File: src/shared/ssl_consts.vh
// constants for the synthesizer serial load port
`ifndef SSL_CONSTS_VH
`define SSL_CONSTS_VH

// shift register and control field sizes
`define SSL_SHIFT_W      21
`define SSL_CTRL_W       2

// latch selector codes carried in the last two bits shifted in
`define SSL_CTRL_REF     2'h0
`define SSL_CTRL_RF      2'h1
`define SSL_CTRL_FUNC    2'h2

// field positions inside the stored function word (control bits removed)
`define SSL_PD_BIT       1
`define SSL_MUX_LSB      2
`define SSL_MUX_W        3

// multiplexed output selector codes
`define SSL_MUX_LOW      3'h0
`define SSL_MUX_LOCK     3'h1
`define SSL_MUX_RF       3'h2
`define SSL_MUX_REF      3'h3
`define SSL_MUX_HIGH     3'h4

// reset values
`define SSL_LATCH_RST    19'h00000
`define SSL_SHIFT_RST    21'h000000
`define SSL_SYNC_RST     1'h0

`endif

File: src/verilog/ssl_sync.v
// two flip-flop synchroniser for a group of pin inputs
`timescale 1ns/100ps
`include "ssl_consts.vh"

module ssl_sync #(
   parameter WIDTH = 1
) (
   // clock and reset
   input  wire             clock,
   input  wire             reset,
   // asynchronous inputs
   input  wire [WIDTH-1:0] async_in,
   // synchronised outputs
   output reg  [WIDTH-1:0] sync_out
);

   reg [WIDTH-1:0] stage_one;

   // first stage feeds only the second stage
   always @(posedge clock) begin
      if (reset) begin
         stage_one <= {WIDTH{`SSL_SYNC_RST}};
         sync_out  <= {WIDTH{`SSL_SYNC_RST}};
      end else begin
         stage_one <= async_in;
         sync_out  <= stage_one;
      end
   end

endmodule

File: src/verilog/ssl_port.v
// three-wire serial load port with latches, power control and output mux
`timescale 1ns/100ps
`include "ssl_consts.vh"

// Overview of operation
// - shift data in on serial clock rise
// - last two bits select target latch
// - load strobe rise copies into at most one latch (none for selector code 3)
// - enable low: power down, pump released
// - enable high: power follows power-down bit
// - mux output shows divider or lock detect
module ssl_port #(
   parameter SHIFT_W = `SSL_SHIFT_W
) (
   // clock and reset
   input  wire                 clock,
   input  wire                 reset,
   // serial pins from the host
   input  wire                 serial_clock,
   input  wire                 serial_data,
   input  wire                 load_strobe,
   // power pin
   input  wire                 chip_enable,
   // divider and lock detect sources
   input  wire                 rf_div_out,
   input  wire                 ref_div_out,
   input  wire                 lock_detect,
   // programmed latch contents
   output reg  [SHIFT_W-3:0]   ref_word,
   output reg  [SHIFT_W-3:0]   rf_word,
   output reg  [SHIFT_W-3:0]   func_word,
   // load events, one-hot ref, rf, function
   output reg  [2:0]           latch_loaded,
   // bits shifted since the last load, saturating
   output reg  [4:0]           bit_count,
   // power and analog control
   output reg                  powered_up,
   output reg                  pump_output_en,
   output reg                  divider_lock_mux_out
);

   localparam LATCH_W = SHIFT_W - `SSL_CTRL_W;
   localparam [4:0] COUNT_MAX = SHIFT_W[4:0];

   ////////////////////////////////////////////////////////////////////////////
   // input synchronisation

   wire [6:0] pins_async;
   wire [6:0] pins_sync;
   wire       sclk_s;
   wire       sdata_s;
   wire       strobe_s;
   wire       enable_s;
   wire       rf_div_s;
   wire       ref_div_s;
   wire       lock_s;

   // every pin crosses two flip-flops before use
   assign pins_async = {lock_detect, ref_div_out, rf_div_out, chip_enable,
                        load_strobe, serial_data, serial_clock};

   ssl_sync #(
      .WIDTH    (7)
   ) u_sync (
      .clock    (clock),
      .reset    (reset),
      .async_in (pins_async),
      .sync_out (pins_sync)
   );

   // name the synchronised pins
   assign sclk_s    = pins_sync[0];
   assign sdata_s   = pins_sync[1];
   assign strobe_s  = pins_sync[2];
   assign enable_s  = pins_sync[3];
   assign rf_div_s  = pins_sync[4];
   assign ref_div_s = pins_sync[5];
   assign lock_s    = pins_sync[6];

   ////////////////////////////////////////////////////////////////////////////
   // edge detection on the serial clock and load strobe

   reg  sclk_prev;
   reg  strobe_prev;
   wire sclk_rise;
   wire strobe_rise;

   // previous values of the synchronised levels
   always @(posedge clock) begin
      if (reset) begin
         sclk_prev   <= 1'h0;
         strobe_prev <= 1'h0;
      end else begin
         sclk_prev   <= sclk_s;
         strobe_prev <= strobe_s;
      end
   end

   // rising edges, one clock cycle wide
   assign sclk_rise   = sclk_s & ~sclk_prev;
   assign strobe_rise = strobe_s & ~strobe_prev;

   ////////////////////////////////////////////////////////////////////////////
   // shift register

   reg [SHIFT_W-1:0] shift_reg;

   // data and clock share the same delay, so data is taken as it stood
   // when the serial clock rose; earlier bits move toward the top
   always @(posedge clock) begin
      if (reset) begin
         shift_reg <= `SSL_SHIFT_RST;
      end else if (sclk_rise) begin
         shift_reg <= {shift_reg[SHIFT_W-2:0], sdata_s};
      end
   end

   // count bits since the last load, held at the word length
   always @(posedge clock) begin
      if (reset) begin
         bit_count <= 5'h00;
      end else if (strobe_rise) begin
         bit_count <= 5'h00;
      end else if (sclk_rise && bit_count != COUNT_MAX) begin
         bit_count <= bit_count + 5'h01;
      end
   end

   ////////////////////////////////////////////////////////////////////////////
   // latch transfer

   wire [`SSL_CTRL_W-1:0] ctrl_bits;
   wire [LATCH_W-1:0]     data_bits;

   // the two bits shifted in last choose the latch
   assign ctrl_bits = shift_reg[`SSL_CTRL_W-1:0];
   assign data_bits = shift_reg[SHIFT_W-1:`SSL_CTRL_W];

   // load at most one latch on a strobe rise (none for selector code 3); otherwise all hold
   always @(posedge clock) begin
      if (reset) begin
         ref_word     <= `SSL_LATCH_RST;
         rf_word      <= `SSL_LATCH_RST;
         func_word    <= `SSL_LATCH_RST;
         latch_loaded <= 3'h0;
      end else begin
         latch_loaded <= 3'h0;
         if (strobe_rise) begin
            case (ctrl_bits)
               `SSL_CTRL_REF: begin
                  ref_word        <= data_bits;
                  latch_loaded[0] <= 1'h1;
               end
               `SSL_CTRL_RF: begin
                  rf_word         <= data_bits;
                  latch_loaded[1] <= 1'h1;
               end
               `SSL_CTRL_FUNC: begin
                  func_word       <= data_bits;
                  latch_loaded[2] <= 1'h1;
               end
               default: begin
                  // unused selector code: no latch changes
                  latch_loaded <= 3'h0;
               end
            endcase
         end
      end
   end

   ////////////////////////////////////////////////////////////////////////////
   // power control

   wire next_powered_up;

   // enable low forces power-down; high defers to the programmed bit
   assign next_powered_up = enable_s & ~func_word[`SSL_PD_BIT];

   // pump output is driven only while powered up
   always @(posedge clock) begin
      if (reset) begin
         powered_up     <= 1'h0;
         pump_output_en <= 1'h0;
      end else begin
         powered_up     <= next_powered_up;
         pump_output_en <= next_powered_up;
      end
   end

   ////////////////////////////////////////////////////////////////////////////
   // multiplexed output

   wire [`SSL_MUX_W-1:0] mux_sel;
   reg                   next_mux_out;

   // selector field of the function word
   assign mux_sel = func_word[`SSL_MUX_LSB+`SSL_MUX_W-1:`SSL_MUX_LSB];

   // choose the source for the shared output pin
   always @* begin
      next_mux_out = 1'h0;
      case (mux_sel)
         `SSL_MUX_LOW:  next_mux_out = 1'h0;
         `SSL_MUX_LOCK: next_mux_out = lock_s;
         `SSL_MUX_RF:   next_mux_out = rf_div_s;
         `SSL_MUX_REF:  next_mux_out = ref_div_s;
         `SSL_MUX_HIGH: next_mux_out = 1'h1;
         default:       next_mux_out = 1'h0;
      endcase
   end

   // registered pin driver
   always @(posedge clock) begin
      if (reset) begin
         divider_lock_mux_out <= 1'h0;
      end else begin
         divider_lock_mux_out <= next_mux_out;
      end
   end

endmodule

File: config.mk
export PLATFORM = sky130hd
export DESIGN_NAME = ssl_port
export DESIGN_NICKNAME = d
export VERILOG_FILES = /design/src/verilog/ssl_sync.v /design/src/verilog/ssl_port.v
export VERILOG_INCLUDE_DIRS = /design/src /design/src/shared
export SDC_FILE = /design/constraint.sdc
export NUM_CORES = 1
export LEC_CHECK = 0
export BUFFER_PORTS_ARGS = -buffer_cell sky130_fd_sc_hd__buf_4
export CORE_MARGIN = 5
export CORE_UTILIZATION = 28
export CTS_BUF_LIST = sky130_fd_sc_hd__clkbuf_2 sky130_fd_sc_hd__clkbuf_4 sky130_fd_sc_hd__clkbuf_8
export DETAILED_ROUTE_END_ITERATION = 8
export MAX_ROUTING_LAYER = met4
export PLACE_DENSITY = 0.46
export SLEW_MARGIN = 30
export SYNTH_ARGS = -nofsm -noshare
export SYNTH_HDL_FRONTEND = slang
export SYNTH_SLANG_ARGS = --single-unit
File: constraint.sdc
create_clock -name clock -period 1.59 [get_ports clock]
set_clock_uncertainty 0.2 [all_clocks]
set_input_delay 0.318 -clock clock [delete_from_list [all_inputs] [get_ports clock]]
set_output_delay 0.318 -clock clock [all_outputs]
set_load 0.005 [all_outputs]
* Word-level counts from Yosys, hierarchy flattened
Cells that the tools add are included.
** Cells by class
- $add $sub $neg :: 1
- Eq/ne operators :: 7
- Multiplexer cells :: 4
- Bitwise gates (word level) :: 7
- Reductions and logical operators :: 7
** Operators with widths (number)
- equality test 3 x 2 -> 1 bit, second input constant :: 2
- AND reduction 2 bit :: 3
- adder 5 x 1 -> 5 bit, second input constant :: 1
- inequality test 5 bit, second input constant :: 1
- NOT 1 bit :: 4
- case mux 1 bit (4 select lines) :: 1
- OR reduction 2 bit :: 2
- AND 1 bit :: 3
- equality test 3 x 1 -> 1 bit, second input constant :: 1
- equality test 3 bit, second input constant :: 1
- two-way mux 1 bit :: 3
- equality test 2 x 1 -> 1 bit, second input constant :: 1
- equality test 2 bit, second input constant :: 1
- logical NOT 2 bit :: 1
- logical AND 1 bit :: 1
** Word-level totals
- Bits in registers :: 104
- Input port bits :: 9
- Output and inout bits :: 68
- Word-level logic and storage cells :: 38

* Logic depth before layout (Yosys ltp)
- Depth after elaboration :: 4
- Mapped depth :: 5
- Depth with buffers taken out :: 5

* Hierarchy
Synthesis repeated with hierarchy kept, for this count alone.
** Second synthesis, totals
- Cell total of the unflattened synthesis :: 425
- Area, all modules :: 3698.5 um^2
** By module, submodules not included
- ssl_port :: instances 1, cells each 396, area an instance 3290.7 um^2, sequential area each 1801.7 um^2
- ssl_sync :: instances 1, cells each 29, area an instance 407.9 um^2, sequential area each 280.3 um^2

* Least setup slack after synthesis
OpenSTA, ideal clock, no wires.
- Path kind :: register to register
- From :: register bit_count[1]
- To :: register bit_count[3]
- Library setup time :: 0.070 ns
- Arrival time :: 1.398 ns
- Data required time :: 1.320 ns
- Path slack :: -0.078 ns
- Stages on the path, launching flop included :: 6
- Path buffers :: 0
- Clock period less this slack :: 1.668 ns
- Cells stage by stage :: dfxtp_1 inv_1 ha_1 and4b_1 or4_1 a21oi_1
** On the way
- Word-level cells in the longest chain between the ends :: 2
- Elaborated cells on any way between the ends :: 3
- Classes of those cells :: 1 x add/sub; 1 x eq/ne; 1 x reduce/logical
** Ends and longest elaborated chain
- start, declared :: line ssl_port.v:35 : output reg [4:0] bit_count,
- start signal, assigned :: line ssl_port.v:125 : bit_count <= bit_count + 5'h01;
- parallel branches: the longest is 2 deep, another holds adder 5 x 1 -> 5 bit
Parallel ways; which one is timed is not known.
A chain may end at the register's enable or synchronous reset.

* Worst setup path in the final report
- From :: register strobe_prev
- To :: register func_word[3]
** On the way
- Word-level cells in the longest chain between the ends :: 3
** Ends and longest elaborated chain
- start, declared :: line ssl_port.v:84 : reg strobe_prev;
- start signal, assigned :: line ssl_port.v:95 : strobe_prev <= strobe_s;
- NOT 1 bit :: line ssl_port.v:101 : assign strobe_rise = strobe_s & ~strobe_prev;
- AND 1 bit :: line ssl_port.v:101
- AND reduction 2 bit (no source line)
- end signal, assigned :: line ssl_port.v:144 : func_word <= `SSL_LATCH_RST;
- end signal, assigned :: line ssl_port.v:159 : func_word <= data_bits;
- end, declared :: line ssl_port.v:31 : output reg [SHIFT_W-3:0] func_word,
No other way between the ends.

==> impl_metrics.toml <==
[routing]
wl_per_cell_um = 14.00
drtIter0Drc = 174
drc_errors = 0
drtAntennaViolNets = 0
vias = 3101
dr.pass1.iters = 4
wirelength_um = 9629
vias_per_cell = 4.507

[synthesis]
avgSynthCellArea_um2 = 8.576
ys_types = 35
syn_area_um2 = 3645
ys_warn_count = 0
ys.flop_type = "dfxtp_1"
async_flop_share_pct = 0
synth_edf_count = 0
yosysSeqAreaShare_pct = 57.12
syn_nets = 436
syn_inst = 425
yosys_register_bits = 104

[floorplan]
die_x_um = 124.1
start_util_pct = 28.76
rows = 41
core_um2 = 12670
pin_count = 77
die-area_um2 = 15400
die_h_um = 124.1

[power]
ir_drop_v = 0.0004414
p_comb_share_pct = 3.8
clkPwrFrac_pct = 36.5
cellLeakagePower_uw = 0.001793
p_int_uw = 3477
power_switching_uw = 926.2
seqPwrFrac_pct = 59.7
p_sw_share_pct = 21.03
power.density_nw_per_um2 = 904.4

[worst_setup_path]
start_kind = "flop"
reg2reg_from = "strobe_prev"
rr_endpoint = "func_word[3]"
cp-end-kind = "flop"
critPathMaxFanout = 9
r2r_slack_ps = 30
cp.required_ps = 1680
worst-setup-path-type = "flop to flop"
reg2reg_depth = 6
arrival_ps = 1650

[grt]
first_global_vias = 2912
grt_pass1_wl_um = 14870
grt_use_total_pct = 12.70
grt_start_max_net_pins = 63
grt_overflow = 0
antenna_found_initial = 0

[worst_hold_path]
hold_path_class = "input port to flop"
hold_end = "shift_reg[1]"
min-delay-start = "reset"
min_path_cells = 2

[timing]
setup_ws_ps = 29.85
hold_viol = 0
fin_crit_sh_pct = 98.12
hold_ws_ps = 26.01
finalSetupViolCount = 0
final.min_clock_period_ps = 1560
slew_viol_final = 0
slew_headroom_pct = 73.96
fmax_mhz = 641.0
rsz0062_at_grt = "yes"
tightest_slew_ps = 380.7

[clocking]
cts_root_buf = "clkbuf_8"
cts_max_level = 3
cts_buffers = 9
clk_path_buf_depth = 2
cts.sinks = 104
cts_tree = "yes"
path_clk_slew_ps = 90
clk_latency_ps = 360

[final_layout]
finalNetCount = 524
area_growth_pct = 33.57
diodes = 0
largest_reg_flops = 21
fill_cells = 1330
layout-drive-gt1-share_pct = 26.55
layout_commonest_cell = "nand2_1"
fin_area_um2 = 4868
final_cell_mix = "nand2_1, dfxtp_1, buf_4"

[placed_design]
gp_congestion = 0.7686
place_area_um2 = 4511
dp_hpwl_um = 6336
post-place-ws_ps = 40.33
port_buffers = 76

[run]
max_cap_viol_count = 0

[run_status]
status = "finished clean"
-- metrics by stage --
step	power, µW	instances	setup TNS [ps]	utilization (%)
6_report	4403	688	0	38.42
5_1_grt	4601	688	-364.8	38.42
4_1_cts	4467	685	0	37.60
3_5_place_dp	2840	664	0	35.60
3_3_place_gp	2838	664	0	35.60
2_1_floorplan	2777	425	0	-
-- timing repair --
| item | in CTS | in global routing |
|---|---|---|
| endpoints found under the hold margin | 7 | 0 |
| gates resized for setup | 0 | 13 |
| hold buffers | 7 | 0 |
| buffers inserted | 0 | 1 |
| endpoints found under the setup margin | 0 | 14 |
-- worst max-delay path, cell delays in order, from the launching register on --
cell,delay (ps)
dfxtp_1,330
buf_4,160
nor4bb_4,290
buf_6,170
clkbuf_16,160
nand2_1,60
a21oi_1,120
-- cells in the mapped netlist (2+ instances only) --
master | number | area share, %
a21oi_2 | 10 | 2.4
o21a_1 | 2 | 0.41
inv_1 | 3 | 0.31
nor2b_1 | 18 | 3.1
ha_1 | 2 | 0.69
nand4bb_1 | 2 | 0.62
buf_6 | 2 | 0.62
dfxtp_1 | 104 | 57
nor2_1 | 3 | 0.31
clkbuf_1 | 17 | 1.8
nand2_1 | 157 | 16
a21oi_1 | 73 | 10
buf_4 | 2 | 0.41
or3_1 | 2 | 0.34
buf_2 | 6 | 0.82
buf_1 | 2 | 0.21
o21ai_0 | 2 | 0.27
-- how the worst max path moves through the flow --
stage	start	endpoint	slack, ps	cells after the start
after floorplan	bit_count[1]	bit_count[3]	50	5
after global placement	bit_count[1]	bit_count[3]	80	5
after detailed placement	bit_count[1]	bit_count[3]	40	5
after CTS	bit_count[1]	bit_count[3]	20	5
after global routing	bit_count[1]	bit_count[3]	-30	5
final	strobe_prev	func_word[3]	30	6
-- layer usage --
layer  global-route usage (%)  up-vias  routed length (µm)
met1                    16.50     1459                4504
met5                        -        -                   0
met3                    4.087        7                 648
li1                         -     1557                   -
met4                    2.875        0                  60
met2                    19.39       78                4416
-- power groups by stage --
stage                     Clock, µW  Sequential (µW)  Combinational [µW]
after floorplan                   0             2690                85.1
after global placement            0             2690                 148
after detailed placement          0             2690                 149
after CTS                      1670             2630                 163
after global routing           1780             2630                 184
final                          1610             2630                 166
-- area by class of cell --
cell class | count | area [µm²] | area share (%)
Clock buffer | 13 | 153.9 | 3.161
Clock inverter | 1 | 30.03 | 0.6168
Inverter | 3 | 11.26 | 0.2313
Multi-Input combinational cell | 289 | 1464 | 30.07
Sequential cell | 104 | 2085 | 42.82
Tap cell | 172 | 215.2 | 4.420
Timing Repair Buffer | 106 | 909.6 | 18.68
-- cell families (layout without fill, tap and decap cells) --
| kind of cell | Yosys count | in the layout | synth area share (%) |
|---|---|---|---|
| flops | 104 | 104 | 57.12 |
| buf+inv | 32 | 123 | 4.119 |
| simple gates | 194 | 194 | 23.55 |
| fa+ha+maj | 2 | 2 | 0.6865 |
| compound gates | 93 | 93 | 14.52 |
(Power assumes the default switching activity.)
